[src/rtl/pipe_lane_pkg.sv]
package pipe_lane_pkg;
  localparam int CLK_FREQ_MHZ = 50;
  localparam int SETUP_TIME_NS = 2000;
  localparam int SETUP_CYCLES = (SETUP_TIME_NS * CLK_FREQ_MHZ + 999) / 1000;
  localparam int DETECT_TIME_NS = 400;
  localparam int DETECT_CYCLES = (DETECT_TIME_NS * CLK_FREQ_MHZ + 999) / 1000;
  localparam logic [2:0] LOCK_LOSS_WORDS = 3'h4;
  localparam logic [3:0] OFS_CTRL = 4'h0;
  localparam logic [3:0] OFS_STATUS = 4'h4;
  localparam logic [3:0] OFS_ERRCNT = 4'h8;
  localparam logic CTRL_SOFT_RESET_VAL = 1'b0;
  localparam int CTRL_SOFT_BIT = 0;
  localparam int CTRL_CLR_BIT = 1;
  localparam int ST_PWR_LSB = 0;
  localparam int ST_RATE_LSB = 2;
  localparam int ST_STANDBY_BIT = 4;
  localparam int ST_LOCK_BIT = 5;
  localparam int ST_IDLE_BIT = 6;
  localparam int ST_CDR_BIT = 7;
  localparam int ST_SETUP_BIT = 8;
  localparam logic [2:0] RXST_OK = 3'h0;
  localparam logic [2:0] RXST_SKP_ADD = 3'h1;
  localparam logic [2:0] RXST_SKP_REM = 3'h2;
  localparam logic [2:0] RXST_DETECTED = 3'h3;
  localparam logic [2:0] RXST_CODE_ERR = 3'h4;
  localparam logic [2:0] RXST_OVERFLOW = 3'h5;
  localparam logic [2:0] RXST_UNDERFLOW = 3'h6;
  localparam logic [2:0] RXST_DISP_ERR = 3'h7;
  localparam logic [1:0] RATE_GEN2 = 2'h1;
  localparam logic [5:0] SIX_K28_NEG = 6'h0f;
  localparam logic [5:0] SIX_K28_POS = 6'h30;
  localparam logic [7:0] COMMA_BYTE = 8'hbc;
  typedef enum logic [1:0] {PWR_P0, PWR_P0S, PWR_P1, PWR_P2} power_state_t;
  typedef struct packed {
    logic txDeemph;
    logic txSwing;
    logic rxPolarity;
    logic rxStandby;
    logic txElecIdle;
    logic txDetectRx;
    logic [1:0] rate;
  } pipe_ctrl_t;
  typedef struct packed {
    logic elecIdle;
    logic beacon;
    logic halfSwing;
    logic deemph6dB;
    logic gen2;
    logic rxPowerDown;
    logic [3:0] dataK;
    logic [39:0] data;
  } pma_drive_t;
  typedef struct packed {
    logic skpAdded;
    logic skpRemoved;
    logic overflow;
    logic underflow;
  } eb_event_t;
endpackage

[src/rtl/pipe_lane_phy.sv]
// Added by the designer: the placing of the registers and register access over Avalon-MM.
`timescale 1ns/100ps
// Overview of operation
// - De-emphasis input 0 gives 6 dB, 1 gives 3.5 dB at 5 Gbps.
// - Swing input 0 selects full swing, 1 selects half swing.
// - Polarity input high inverts the received data before decoding.
// - Receiver standby request 0 means active, 1 means standby; lane follows it.
// - Standby status output reports 0 active, 1 standby.
// - Transmit idle request holds the transmitter idle in every power state.
// - In P0 with idle low, MAC data and K flags are transmitted.
// - In P2 with idle low, a beacon is transmitted.
// - Coding sublayer resets asynchronously while its active-low reset is low.
// - Medium attachment resets asynchronously, independent of the coding sublayer reset.
// - Receive idle high on electrical idle; in P2 low means beacon seen.
// - Receive word is 40 bits in soft mode, else low 32 bits meaningful.
// - Earliest received byte sits in the lowest byte lane.
// - One K bit per byte, 0 data, 1 control; unused in soft mode.
// - Receive valid only with valid data and achieved symbol lock.
// - Status codes: 000 OK, 001 SKP added, 010 SKP removed, 011 detected.
// - Error codes: 100 code, 101 overflow, 110 underflow, 111 disparity.
// - Unclocked low-speed output mirrors the differential receiver input.
// - Two-bit power select picks P0, P0s, P1 or P2.
// - PHY status pulses on setup done, power change, rate change, detection.
module pipe_lane_phy import pipe_lane_pkg::*; (
  input wire logic clk_sys,
  input wire logic sys_rst,
  input wire logic coding_sublayer_reset_n,
  input wire logic medium_attach_reset_n,
  input wire logic [3:0] address,
  input wire logic read,
  input wire logic write,
  input wire logic [31:0] writedata,
  output logic [31:0] readdata,
  output logic waitrequest,
  input wire pipe_ctrl_t pipeCtrl,
  input wire logic [1:0] power_state_select,
  input wire logic [39:0] txData,
  input wire logic [3:0] txDataK,
  input wire logic [39:0] pmaRxWord,
  input wire logic cdrLock,
  input wire logic signalDetect,
  input wire logic beaconDetect,
  input wire logic farEndDetected,
  input wire eb_event_t ebEvent,
  input wire logic rxdP,
  input wire logic rxdN,
  output pma_drive_t pmaDrive,
  output logic [39:0] rxData,
  output logic [3:0] rxDataK,
  output logic rxValid,
  output logic [2:0] rxStatus,
  output logic rxElecIdle,
  output logic rxStandbyStatus,
  output logic phyStatus,
  output logic rxBypassData
);
  pipe_ctrl_t ctrl_reg;
  power_state_t pwr_reg;
  power_state_t pwrIn;
  logic setupDone_reg;
  logic [$clog2(SETUP_CYCLES + 1)-1:0] setupCnt_reg;
  logic detectBusy_reg;
  logic [$clog2(DETECT_CYCLES + 1)-1:0] detectCnt_reg;
  logic detectHit_reg;
  logic detectDone;
  logic setupEvent;
  logic pwrEvent;
  logic rateEvent;
  logic rdRun_reg;
  logic [2:0] errRun_reg;
  logic symLock_reg;
  logic symLock_next;
  logic softMode_reg;
  logic [15:0] errCnt_reg;
  logic errClear;
  logic [39:0] rxWord;
  logic [4:0] rdChain;
  logic [31:0] decBytes;
  logic [3:0] decK;
  logic [3:0] decCodeErr;
  logic [3:0] decDispErr;
  logic commaSeen;
  logic anyCodeErr;
  logic anyDispErr;
  logic rxPowered;
  logic [2:0] rxStatus_next;
  logic [31:0] statusWord;

  function automatic logic isAt(input logic [3:0] addr, input logic [3:0] ofs);
    return addr == ofs;
  endfunction

  assign pwrIn = power_state_t'(power_state_select);

  // Raw symbols are inverted ahead of the decoder so disparity tracking sees true polarity
  assign rxWord = ctrl_reg.rxPolarity ? ~pmaRxWord : pmaRxWord;
  assign rdChain[0] = rdRun_reg;

  genvar g;
  generate
    for (g = 0; g < 4; g++) begin : gen_dec
      sym_decoder_8b10b u_dec (
        .sym(rxWord[g*10 +: 10]),
        .rdIn(rdChain[g]),
        .dataByte(decBytes[g*8 +: 8]),
        .isK(decK[g]),
        .codeErr(decCodeErr[g]),
        .dispErr(decDispErr[g]),
        .rdOut(rdChain[g+1])
      );
    end
  endgenerate

  assign commaSeen = |(decK & {decBytes[31:24] == COMMA_BYTE, decBytes[23:16] == COMMA_BYTE,
                               decBytes[15:8] == COMMA_BYTE, decBytes[7:0] == COMMA_BYTE});
  assign anyCodeErr = |decCodeErr;
  assign anyDispErr = |decDispErr;
  // Receiver is powered only in P0 and P0s and while standby is not requested
  assign rxPowered = !ctrl_reg.rxStandby && (pwr_reg == PWR_P0 || pwr_reg == PWR_P0S);
  assign setupEvent = !setupDone_reg && setupCnt_reg == ($bits(setupCnt_reg))'(SETUP_CYCLES);
  assign pwrEvent = setupDone_reg && pwrIn != pwr_reg;
  assign rateEvent = setupDone_reg && pipeCtrl.rate != ctrl_reg.rate;
  assign detectDone = detectBusy_reg && detectCnt_reg == '0;
  assign errClear = write && !waitrequest && isAt(address, OFS_CTRL) && writedata[CTRL_CLR_BIT];

  // Low-speed bypass is deliberately combinational: it must not depend on any clock
  assign rxBypassData = rxdP & ~rxdN;

  always_comb begin
    symLock_next = symLock_reg;
    if (!cdrLock || !signalDetect || !rxPowered || errRun_reg == LOCK_LOSS_WORDS) begin
      symLock_next = 1'b0;
    end else if (commaSeen) begin
      symLock_next = 1'b1;
    end
  end

  always_comb begin
    if (detectDone) begin
      rxStatus_next = detectHit_reg ? RXST_DETECTED : RXST_OK;
    end else if (!symLock_next) begin
      rxStatus_next = RXST_OK;
    end else if (anyCodeErr) begin
      rxStatus_next = RXST_CODE_ERR;
    end else if (anyDispErr) begin
      rxStatus_next = RXST_DISP_ERR;
    end else if (ebEvent.overflow) begin
      rxStatus_next = RXST_OVERFLOW;
    end else if (ebEvent.underflow) begin
      rxStatus_next = RXST_UNDERFLOW;
    end else if (ebEvent.skpAdded) begin
      rxStatus_next = RXST_SKP_ADD;
    end else if (ebEvent.skpRemoved) begin
      rxStatus_next = RXST_SKP_REM;
    end else begin
      rxStatus_next = RXST_OK;
    end
  end

  // Control pins are captured once; only the power, rate and detect change checks also read the raw pins
  always_ff @(posedge clk_sys or negedge coding_sublayer_reset_n) begin
    if (!coding_sublayer_reset_n) begin
      ctrl_reg <= '0;
      pwr_reg <= PWR_P0;
    end else if (sys_rst) begin
      ctrl_reg <= '0;
      pwr_reg <= PWR_P0;
    end else begin
      ctrl_reg <= pipeCtrl;
      pwr_reg <= pwrIn;
    end
  end

  always_ff @(posedge clk_sys or negedge coding_sublayer_reset_n) begin
    if (!coding_sublayer_reset_n) begin
      setupDone_reg <= 1'b0;
      setupCnt_reg <= '0;
    end else if (sys_rst) begin
      setupDone_reg <= 1'b0;
      setupCnt_reg <= '0;
    end else if (!setupDone_reg) begin
      if (setupEvent) begin
        setupDone_reg <= 1'b1;
      end else begin
        setupCnt_reg <= setupCnt_reg + 1'b1;
      end
    end
  end

  // Receiver detection is only honoured in P1; in P0 the same pin would mean loopback
  always_ff @(posedge clk_sys or negedge coding_sublayer_reset_n) begin
    if (!coding_sublayer_reset_n) begin
      detectBusy_reg <= 1'b0;
      detectCnt_reg <= '0;
      detectHit_reg <= 1'b0;
    end else if (sys_rst) begin
      detectBusy_reg <= 1'b0;
      detectCnt_reg <= '0;
      detectHit_reg <= 1'b0;
    end else if (detectBusy_reg) begin
      if (detectDone) begin
        detectBusy_reg <= 1'b0;
      end else begin
        detectCnt_reg <= detectCnt_reg - 1'b1;
        detectHit_reg <= detectHit_reg | farEndDetected;
      end
    end else if (setupDone_reg && pwr_reg == PWR_P1 && pipeCtrl.txDetectRx && !ctrl_reg.txDetectRx) begin
      detectBusy_reg <= 1'b1;
      detectCnt_reg <= ($bits(detectCnt_reg))'(DETECT_CYCLES - 1);
      detectHit_reg <= 1'b0;
    end
  end

  always_ff @(posedge clk_sys or negedge coding_sublayer_reset_n) begin
    if (!coding_sublayer_reset_n) begin
      phyStatus <= 1'b0;
    end else if (sys_rst) begin
      phyStatus <= 1'b0;
    end else begin
      phyStatus <= setupEvent | pwrEvent | rateEvent | detectDone;
    end
  end

  always_ff @(posedge clk_sys or negedge coding_sublayer_reset_n) begin
    if (!coding_sublayer_reset_n) begin
      rdRun_reg <= 1'b0;
      errRun_reg <= '0;
      symLock_reg <= 1'b0;
    end else if (sys_rst) begin
      rdRun_reg <= 1'b0;
      errRun_reg <= '0;
      symLock_reg <= 1'b0;
    end else begin
      rdRun_reg <= rxPowered ? rdChain[4] : 1'b0;
      symLock_reg <= symLock_next;
      if (!symLock_reg || !anyCodeErr) begin
        errRun_reg <= '0;
      end else if (errRun_reg != LOCK_LOSS_WORDS) begin
        errRun_reg <= errRun_reg + 1'b1;
      end
    end
  end

  always_ff @(posedge clk_sys or negedge coding_sublayer_reset_n) begin
    if (!coding_sublayer_reset_n) begin
      rxData <= '0;
      rxDataK <= '0;
      rxValid <= 1'b0;
      rxStatus <= RXST_OK;
    end else if (sys_rst) begin
      rxData <= '0;
      rxDataK <= '0;
      rxValid <= 1'b0;
      rxStatus <= RXST_OK;
    end else begin
      // Soft mode hands raw symbols to the fabric, so the K flags carry nothing
      rxData <= softMode_reg ? rxWord : {8'h00, decBytes};
      rxDataK <= softMode_reg ? 4'h0 : decK;
      rxValid <= symLock_next;
      rxStatus <= rxStatus_next;
    end
  end

  always_ff @(posedge clk_sys or negedge coding_sublayer_reset_n) begin
    if (!coding_sublayer_reset_n) begin
      rxElecIdle <= 1'b1;
      rxStandbyStatus <= 1'b0;
    end else if (sys_rst) begin
      rxElecIdle <= 1'b1;
      rxStandbyStatus <= 1'b0;
    end else begin
      rxElecIdle <= (pwr_reg == PWR_P2) ? !beaconDetect : !signalDetect;
      rxStandbyStatus <= ctrl_reg.rxStandby;
    end
  end

  // Analog drive has its own reset so the serial side can be held while the coding logic runs
  always_ff @(posedge clk_sys or negedge medium_attach_reset_n) begin
    if (!medium_attach_reset_n) begin
      pmaDrive <= '0;
      pmaDrive.elecIdle <= 1'b1;
      pmaDrive.rxPowerDown <= 1'b1;
    end else if (sys_rst) begin
      pmaDrive <= '0;
      pmaDrive.elecIdle <= 1'b1;
      pmaDrive.rxPowerDown <= 1'b1;
    end else begin
      pmaDrive.gen2 <= ctrl_reg.rate == RATE_GEN2;
      pmaDrive.deemph6dB <= ctrl_reg.rate == RATE_GEN2 && !ctrl_reg.txDeemph;
      pmaDrive.halfSwing <= ctrl_reg.txSwing;
      pmaDrive.rxPowerDown <= !rxPowered;
      // P0s and P1 stay idle even if the MAC drops the idle request
      pmaDrive.elecIdle <= ctrl_reg.txElecIdle || pwr_reg == PWR_P0S || pwr_reg == PWR_P1;
      pmaDrive.beacon <= !ctrl_reg.txElecIdle && pwr_reg == PWR_P2;
      if (!ctrl_reg.txElecIdle && pwr_reg == PWR_P0) begin
        pmaDrive.data <= txData;
        pmaDrive.dataK <= txDataK;
      end else begin
        pmaDrive.data <= '0;
        pmaDrive.dataK <= '0;
      end
    end
  end

  always_ff @(posedge clk_sys) begin
    if (sys_rst) begin
      softMode_reg <= CTRL_SOFT_RESET_VAL;
    end else if (write && !waitrequest && isAt(address, OFS_CTRL)) begin
      softMode_reg <= writedata[CTRL_SOFT_BIT];
    end
  end

  // A counted error in the clearing cycle survives as a count of one
  always_ff @(posedge clk_sys) begin
    if (sys_rst) begin
      errCnt_reg <= '0;
    end else if (symLock_reg && (anyCodeErr || anyDispErr)) begin
      errCnt_reg <= errClear ? 16'h0001 : (errCnt_reg == 16'hffff ? errCnt_reg : errCnt_reg + 1'b1);
    end else if (errClear) begin
      errCnt_reg <= '0;
    end
  end

  always_comb begin
    statusWord = '0;
    statusWord[ST_PWR_LSB +: 2] = pwr_reg;
    statusWord[ST_RATE_LSB +: 2] = ctrl_reg.rate;
    statusWord[ST_STANDBY_BIT] = rxStandbyStatus;
    statusWord[ST_LOCK_BIT] = symLock_reg;
    statusWord[ST_IDLE_BIT] = rxElecIdle;
    statusWord[ST_CDR_BIT] = cdrLock;
    statusWord[ST_SETUP_BIT] = setupDone_reg;
  end

  // A request that follows an idle edge is answered on the second edge: waitrequest drops for exactly one cycle
  always_ff @(posedge clk_sys) begin
    if (sys_rst) begin
      waitrequest <= 1'b1;
      readdata <= '0;
    end else if ((read || write) && waitrequest) begin
      waitrequest <= 1'b0;
      if (isAt(address, OFS_CTRL)) begin
        readdata <= {31'h0, softMode_reg};
      end else if (isAt(address, OFS_STATUS)) begin
        readdata <= statusWord;
      end else if (isAt(address, OFS_ERRCNT)) begin
        readdata <= {16'h0000, errCnt_reg};
      end else begin
        readdata <= '0;
      end
    end else begin
      waitrequest <= 1'b1;
    end
  end
endmodule // pipe_lane_phy

[src/rtl/sym_decoder_8b10b.sv]
`timescale 1ns/100ps
module sym_decoder_8b10b import pipe_lane_pkg::*; (
  input wire logic [9:0] sym,
  input wire logic rdIn,
  output logic [7:0] dataByte,
  output logic isK,
  output logic codeErr,
  output logic dispErr,
  output logic rdOut
);
  logic [5:0] six;
  logic [3:0] four;
  logic [4:0] x;
  logic [2:0] y;
  logic bad6;
  logic bad4;
  logic [3:0] ones;
  always_comb begin
    six = {sym[0], sym[1], sym[2], sym[3], sym[4], sym[5]};
    four = {sym[6], sym[7], sym[8], sym[9]};
    // K28 in its positive form carries the complemented minor subblock
    if (six == SIX_K28_POS) four = ~four;
    bad6 = 1'b0;
    unique case (six)
      6'h27, 6'h18: x = 5'h00;
      6'h1d, 6'h22: x = 5'h01;
      6'h2d, 6'h12: x = 5'h02;
      6'h31: x = 5'h03;
      6'h35, 6'h0a: x = 5'h04;
      6'h29: x = 5'h05;
      6'h19: x = 5'h06;
      6'h38, 6'h07: x = 5'h07;
      6'h39, 6'h06: x = 5'h08;
      6'h25: x = 5'h09;
      6'h15: x = 5'h0a;
      6'h34: x = 5'h0b;
      6'h0d: x = 5'h0c;
      6'h2c: x = 5'h0d;
      6'h1c: x = 5'h0e;
      6'h17, 6'h28: x = 5'h0f;
      6'h1b, 6'h24: x = 5'h10;
      6'h23: x = 5'h11;
      6'h13: x = 5'h12;
      6'h32: x = 5'h13;
      6'h0b: x = 5'h14;
      6'h2a: x = 5'h15;
      6'h1a: x = 5'h16;
      6'h3a, 6'h05: x = 5'h17;
      6'h33, 6'h0c: x = 5'h18;
      6'h26: x = 5'h19;
      6'h16: x = 5'h1a;
      6'h36, 6'h09: x = 5'h1b;
      6'h0e, 6'h0f, 6'h30: x = 5'h1c;
      6'h2e, 6'h11: x = 5'h1d;
      6'h1e, 6'h21: x = 5'h1e;
      6'h2b, 6'h14: x = 5'h1f;
      default: begin
        x = 5'h00;
        bad6 = 1'b1;
      end
    endcase
    bad4 = 1'b0;
    unique case (four)
      4'hb, 4'h4: y = 3'h0;
      4'h9: y = 3'h1;
      4'h5: y = 3'h2;
      4'hc, 4'h3: y = 3'h3;
      4'hd, 4'h2: y = 3'h4;
      4'ha: y = 3'h5;
      4'h6: y = 3'h6;
      4'he, 4'h1, 4'h7, 4'h8: y = 3'h7;
      default: begin
        y = 3'h0;
        bad4 = 1'b1;
      end
    endcase
    ones = 4'($countones(sym));
    dataByte = {y, x};
    isK = (six == SIX_K28_NEG) || (six == SIX_K28_POS) || ((four == 4'h7 || four == 4'h8) &&
          (x == 5'h17 || x == 5'h1b || x == 5'h1d || x == 5'h1e));
    codeErr = bad6 || bad4 || ones < 4'h4 || ones > 4'h6;
    // Subblock disparity is not checked; only the running disparity of whole symbols
    dispErr = (ones == 4'h6 && rdIn) || (ones == 4'h4 && !rdIn);
    rdOut = (ones == 4'h6) ? 1'b1 : (ones == 4'h4) ? 1'b0 : rdIn;
  end
endmodule // sym_decoder_8b10b

[config.mk]
export PLATFORM = sky130hd
export DESIGN_NAME = pipe_lane_phy
export DESIGN_NICKNAME = d
export VERILOG_FILES = /design/src/rtl/pipe_lane_pkg.sv /design/src/rtl/pipe_lane_phy.sv /design/src/rtl/sym_decoder_8b10b.sv
export SDC_FILE = /design/constraint.sdc
export NUM_CORES = 1
export LEC_CHECK = 0
export BUFFER_PORTS_ARGS = -buffer_cell sky130_fd_sc_hd__buf_2
export CAP_MARGIN = 20
export CORE_MARGIN = 2
export CORE_UTILIZATION = 35
export DETAILED_ROUTE_END_ITERATION = 10
export GPL_TIMING_DRIVEN = 1
export PLACE_DENSITY_LB_ADDON = 0.2
export SETUP_SLACK_MARGIN = 0.2
export SLEW_MARGIN = 20
export SYNTH_ARGS = -nofsm -noshare
export SYNTH_HDL_FRONTEND = slang
export SYNTH_HIERARCHICAL = 1
export SYNTH_SLANG_ARGS = --single-unit
[constraint.sdc]
create_clock -name clk_sys -period 7.6 [get_ports clk_sys]
set_input_delay 0 -clock clk_sys [delete_from_list [all_inputs] [get_ports clk_sys]]
set_output_delay 0 -clock clk_sys [all_outputs]
set_load 0.02 [all_outputs]
==> impl_metrics.toml, run 1 <==
[run_status]
status = "complete, no violations"

[sta]
rsz0062_at_grt = "no"
fin_tns_setup_ps = 0
layout_min_cycle_time_ps = 6667
slew_headroom = 0.3483
tightestPinTransition_ps = 970.0
drv_slew = 0
hold_violations = 0
finClkSkew_ps = 12.16
fin_crit_sh = 0.8772
setup_viol = 0
fmax_mhz = 150.0

[logic_synthesis]
async_reset_ff_frac = 0.7927
synth_top_area_cell = "dfrtp_1"
yosysMostFrequentCell = "dfrtp_1"
yosys-top-cells-area = "dfrtp_1 25%, dfxtp_1 5.3%, fa_1 3.8%"
ys_ff_latch = 164
synth_cells = 1418
ys_seq_area_frac = 0.3089
ys_warn_count = 6
syn_area_mm2 = 0.01275
synth_edf_count = 0
ys.flop_type = "dfrtp_1"
synthTopCellsByCount = "127 x dfrtp_1, 123 x nor2_1, 81 x inv_1"
synthDominantCellAreaShare = 0.2493
synth_cell_type_count = 122
avgSynthCellArea_um2 = 8.989

[final_layout]
syn_to_final_growth_pct = 21.25
antenna_cells = 0
final_layout_size_suffix_gt1_frac = 0.2254
fin_nets = 1878
regMostFlops = "pmaDrive"
reg_top3 = "pmaDrive: 50 flops, rxData: 40 flops"
largest_reg_flops = 50

[global_routing]
grtUsageTotal = 0.2022
grt_max_degree = 70
antenna_found_initial = 0
grt_pass1_wl_um = 61800
grt.overflow.total = 0
grt_pass1_vias = 11430

[worst_setup_path]
cp_data_arrival_time_ps = 6990
reg2reg_depth = 19
endpoint_kind = "flip-flop"
critPathKind = "reg -> reg"
required_ps = 7920
r2r_end = "rxStatus[2]"
cp_max_fo = 18
r2r-start = "ctrl_reg[5]"
start_kind = "flip-flop"
reg2reg_slack_ps = 930
crit_path_start = "ctrl_reg[5]"
crit_end = "rxStatus[2]"

[die]
fp-row-count = 69
fp.dieW_um = 194.8
fp.coreArea_mm2 = 0.03574
start_util = 0.3566
dieHeight_um = 194.8
dieArea_mm2 = 0.03796
io-pin-count = 281

[pwr]
power_density_mw_per_mm2 = 203.9
ir_drop_uv = 177.8
power_mw = 3.151
p_leak_nw = 6.915

[drt]
vias = 11640
drtAntennaViolNets = 0
totalWireLength_um = 38470
drtIter0Drc = 1098
drc = 0
dr.pass1.iters = 8
vias_per_cell = 5.412
wl_per_cell_um = 17.88

[clocking]
clk_path_buf_depth = 2
cts_htree_levels = 4
post_cts_buffers = 0
cts_tree = "yes"
clk_latency_ps = 440
clock_sinks = 164
numCtsBuffers = 17
clockRootBuffer = "clkbuf_16"
clk_pin_slew_ps = 70

[worst_hold_path]
min_from = "pmaRxWord[20]"
hold_path.class = "in -> reg"

[placement]
place_hpwl_um = 27430
io_buffer_count = 234
gp_congestion = 0.9225

[run]
cap_violations = 0
## power breakdown
group | total, mW | leakage, nW | internal [mW] | switching (mW)
Sequential | 0.932 | 2.01 | 0.914 | 0.0183
Clock | 0.828 | 0.265 | 0.429 | 0.399
Combinational | 1.39 | 4.64 | 0.548 | 0.843
## placed cells by master, fill, tap and decap left out, drive strengths merged, types with 21 or more instances in the layout
cell / instances
xor2: 53
dfxtp: 34
mux2i: 48
and2: 58
o21ai: 40
a21oi: 72
fa: 24
nor2b: 34
buf: 267
nor3: 26
nor2: 125
ha: 31
nand3: 33
dlygate4sd3: 75
nand3b: 26
o31ai: 27
a22oi: 21
inv: 93
dfrtp: 127
nand2: 72
nand2b: 23
## critical path: stages (launching register included)
cell,delay (ps)
dfrtp_2,650
buf_4,470
xor2_1,610
fa_1,530
inv_1,80
fa_1,430
fa_1,490
inv_1,40
ha_1,200
fa_1,440
nor2b_1,150
a31oi_1,260
nor2_1,80
mux2_2,300
xor2_1,150
nor3_1,60
or4_1,680
o41ai_1,280
dlygate4sd3_1,590
nor3_1,40
## logic make-up (layout without fill, tap and decap cells)
logic type	count (synthesis)	count (layout)	share of synthesized area
DFF	164	164	0.3089
other	1	16	0.0002942
and+or+nand+nor	538	538	0.2513
adders and majority gates	57	57	0.06979
buffers and inverters	205	462	0.08305
xor gates and xnor gates	67	67	0.04751
AOI/OAI and AO/OA	331	331	0.1944
muxes	55	55	0.04476
## area by class of cell
| class | count | area [µm²] |
|---|---|---|
| Timing Repair Buffer | 342 | 2172 |
| Multi-Input combinational cell | 1064 | 7883 |
| Clock inverter | 13 | 120.1 |
| Tap cell | 461 | 576.8 |
| Clock buffer | 19 | 432.9 |
| Inverter | 88 | 330.3 |
| Fill cell | 3492 | 20290 |
| Sequential cell | 164 | 3940 |
## per-stage QoR
step | worst slack [ps] | util | instances | hold slack, ps | instance area (µm²)
after global routing | 537.1 | 0.4324 | 2151 | 51.15 | 15450
after floorplan | 1794 | - | 1433 | -295.6 | 12800
final | 933.2 | 0.4324 | 2151 | 34.95 | 15450
after global placement | 1223 | 0.3959 | 2044 | -144.3 | 14150
after detailed placement | 1081 | 0.3959 | 2044 | -144.0 | 14150
after CTS | 904.3 | 0.4324 | 2151 | 12.01 | 15450
## what timing repair did
action / 4_1_cts / 5_1_grt
hold buffers: 75 / 0
endpoints found under the hold margin: 139 / 0
gates resized for setup: 0 / 0
## per-layer routing
metal / part of all wire / vias up / GRT usage
li1: - / 5598 / -
met1: 0.46 / 5613 / 0.2700
met2: 0.48 / 387 / 0.3382
met3: 0.046 / 44 / 0.02846
met4: 0.020 / 0 / 0.06418
met5: 0 / - / 0
## how the worst min path moves through the flow
| stage | end | slack, ps | cells past startpoint |
|---|---|---|---|
| 2_1_floorplan | ctrl_reg[0] | -300 | 0 |
| 3_3_place_gp | ctrl_reg[1] | -140 | 1 |
| 3_5_place_dp | ctrl_reg[1] | -140 | 1 |
| 4_1_cts | rxData[0] | 10 | 4 |
| 5_1_grt | rxElecIdle | 50 | 2 |
| 6_report | rxData[20] | 30 | 4 |
No activity file was read; power rests on OpenSTA's default activity.
==> inputs of run 2 (changes only) <==
RECOVER_POWER = 100   (was default)
clock period = 8.15 ns   (was 7.6 ns; I/O delays follow)
==> run 2 against run 1 <==
  * The flow now finishes with violations (capacitance limit, slew limit)
  * Count of clock-buffer cells in the layout down 1
  * Fmax down 4.6%
  * Critical path depth up 3
  * Combinational power down 11%
  * Clock skew up 0.75 ps
  * First-iteration DRC count down 8.5%
  * Critical path type unchanged
  * Largest power group unchanged
  * Highest routed layer unchanged
==> impl_metrics.toml, run 2 (same netlist as run 1, synthesis figures left out) <==
[run_status]
status = "finished, violations left"
violations = "capacitance limit, slew limit"

[sta]
fmax_mhz = 143.0
fin_tns_setup_ps = 0
slew_headroom = -1.633
finClkSkew_ps = 12.91
setup_viol = 0
hold_violations = 0
rsz0062_at_grt = "no"
fin_crit_sh = 0.8577
layout_min_cycle_time_ps = 6991
tightestPinTransition_ps = 3949
drv_slew = 207

[worst_setup_path]
crit_path_start = "ctrl_reg[5]"
reg2reg_depth = 22
cp_max_fo = 18
endpoint_kind = "flip-flop"
r2r-start = "ctrl_reg[5]"
cp_data_arrival_time_ps = 7300
start_kind = "flip-flop"
critPathKind = "reg -> reg"
reg2reg_slack_ps = 1160
crit_end = "errCnt_reg[13]"
r2r_end = "errCnt_reg[13]"
required_ps = 8460

[clocking]
clk_latency_ps = 450
clockRootBuffer = "clkbuf_16"
cts_tree = "yes"
cts_htree_levels = 4
clk_path_buf_depth = 2
numCtsBuffers = 17
post_cts_buffers = 0
clk_pin_slew_ps = 80
clock_sinks = 164

[die]
dieArea_mm2 = 0.03796
dieHeight_um = 194.8
fp-row-count = 69
io-pin-count = 281
fp.dieW_um = 194.8
fp.coreArea_mm2 = 0.03574
start_util = 0.3566

[global_routing]
antenna_found_initial = 0
grt_pass1_wl_um = 60230
grtUsageTotal = 0.1959
grt_max_degree = 70
grt.overflow.total = 0
grt_pass1_vias = 11170

[final_layout]
fin_area_mm2 = 0.01511
reg_top3 = "pmaDrive: 50 flops, rxData: 40 flops"
final_layout_size_suffix_gt1_frac = 0.1372
antenna_cells = 0
final_cell_mix = "132 x clkbuf_1, 126 x dfrtp_1, 123 x nor2_1"
syn_to_final_growth_pct = 18.55
largest_reg_flops = 50
layout_commonest_cell = "clkbuf_1"
regMostFlops = "pmaDrive"
fin_nets = 1872

[drt]
dr.pass1.iters = 5
totalWireLength_um = 38010
drtIter0Drc = 1005
drtAntennaViolNets = 0
vias_per_cell = 5.390
vias = 11560
wl_per_cell_um = 17.72
drc = 0

[pwr]
p_int_mw = 1.798
seq_power_share = 0.296
power_mw = 2.950
pwr-share-comb = 0.421
p_leak_nw = 6.313
ir_drop_uv = 130.7
switching_share = 0.3904
net-switching-power_mw = 1.152
power_density_mw_per_mm2 = 195.2
p_clk_frac = 0.283

[placement]
io_buffer_count = 234
gp_congestion = 0.9034
placed_area_mm2 = 0.01413
place_hpwl_um = 26940

[run]
cap_violations = 4

[worst_hold_path]
hold_path.class = "in -> reg"
==> run 2: changes by cell type in the layout (fill, tap and decap cells not counted), sizes merged <==
| cell | change |
|---|---|
| clkbuf | +130 |
| clkinvlp | -1 |
| dlygate4sd3 | -3 |
| inv | +1 |
| bufinv | +2 |
| buf | -134 |
| clkinv | -1 |
==> run 2: routing by layer <==
metal / track usage / part of all wire
met4: 0.05994 / 0.018
met3: 0.03592 / 0.052
met5: 0 / 0
met2: 0.3207 / 0.47
met1: 0.2628 / 0.46
==> run 2: worst min path at each step <==
stage	startpoint	endpoint	cells past startpoint
global route	pmaRxWord[11]	rxData[11]	4
finish	pmaRxWord[31]	rxData[31]	4
detailed placement	coding_sublayer_reset_n	ctrl_reg[1]	1
CTS	pmaRxWord[30]	rxData[30]	4
floorplan	coding_sublayer_reset_n	ctrl_reg[0]	0
global placement	coding_sublayer_reset_n	ctrl_reg[1]	1
==> run 2: final cells by class <==
type,instances,area (µm²)
clock inverters,14,170.2
well taps,461,576.8
multi-input cells,1064,7724
flip-flops and latches,164,3940
fillers,3588,20630
clock buffers,18,429.2
repair buffers,336,1941
inverters,88,330.3
==> run 2: worst max-delay path, stage by stage, from the launching register on <==
cell,delay [ps]
dfrtp_2,830
clkbuf_1,660
xor2_1,150
buf_4,210
fa_1,490
inv_1,50
fa_1,500
fa_1,420
inv_1,70
ha_1,160
inv_1,50
fa_1,370
o21a_1,220
o31ai_1,390
o21ai_0,160
o31ai_1,130
mux2_2,240
xor2_1,140
nor3_1,50
or4_1,630
o2111ai_1,640
or4_1,210
a21oi_1,60
==> run 2: repair_timing <==
action	4_1_cts	5_1_grt
hold buffers	72	0
gates resized for setup	0	0
hold endpoints to repair	132	0
==> run 2: power groups by stage <==
stage / sequential (mW) / combinational, mW / clock [mW]
floorplan: 0.930 / 0.921 / 0
global placement: 0.887 / 1.24 / 0
detailed placement: 0.886 / 1.25 / 0
CTS: 0.871 / 1.29 / 0.864
global route: 0.877 / 1.39 / 0.898
finish: 0.873 / 1.24 / 0.835
==> run 2: metrics by stage <==
stage / hold WS [ps] / worst slack [ps] / util / cells
floorplan: -295.6 / 2344 / - / 1433
global placement: -143.7 / 1641 / 0.3953 / 2041
detailed placement: -141.7 / 1494 / 0.3953 / 2041
CTS: 5.887 / 1353 / 0.4322 / 2145
global route: 47.48 / 492.5 / 0.4228 / 2145
finish: 25.84 / 1159 / 0.4228 / 2145
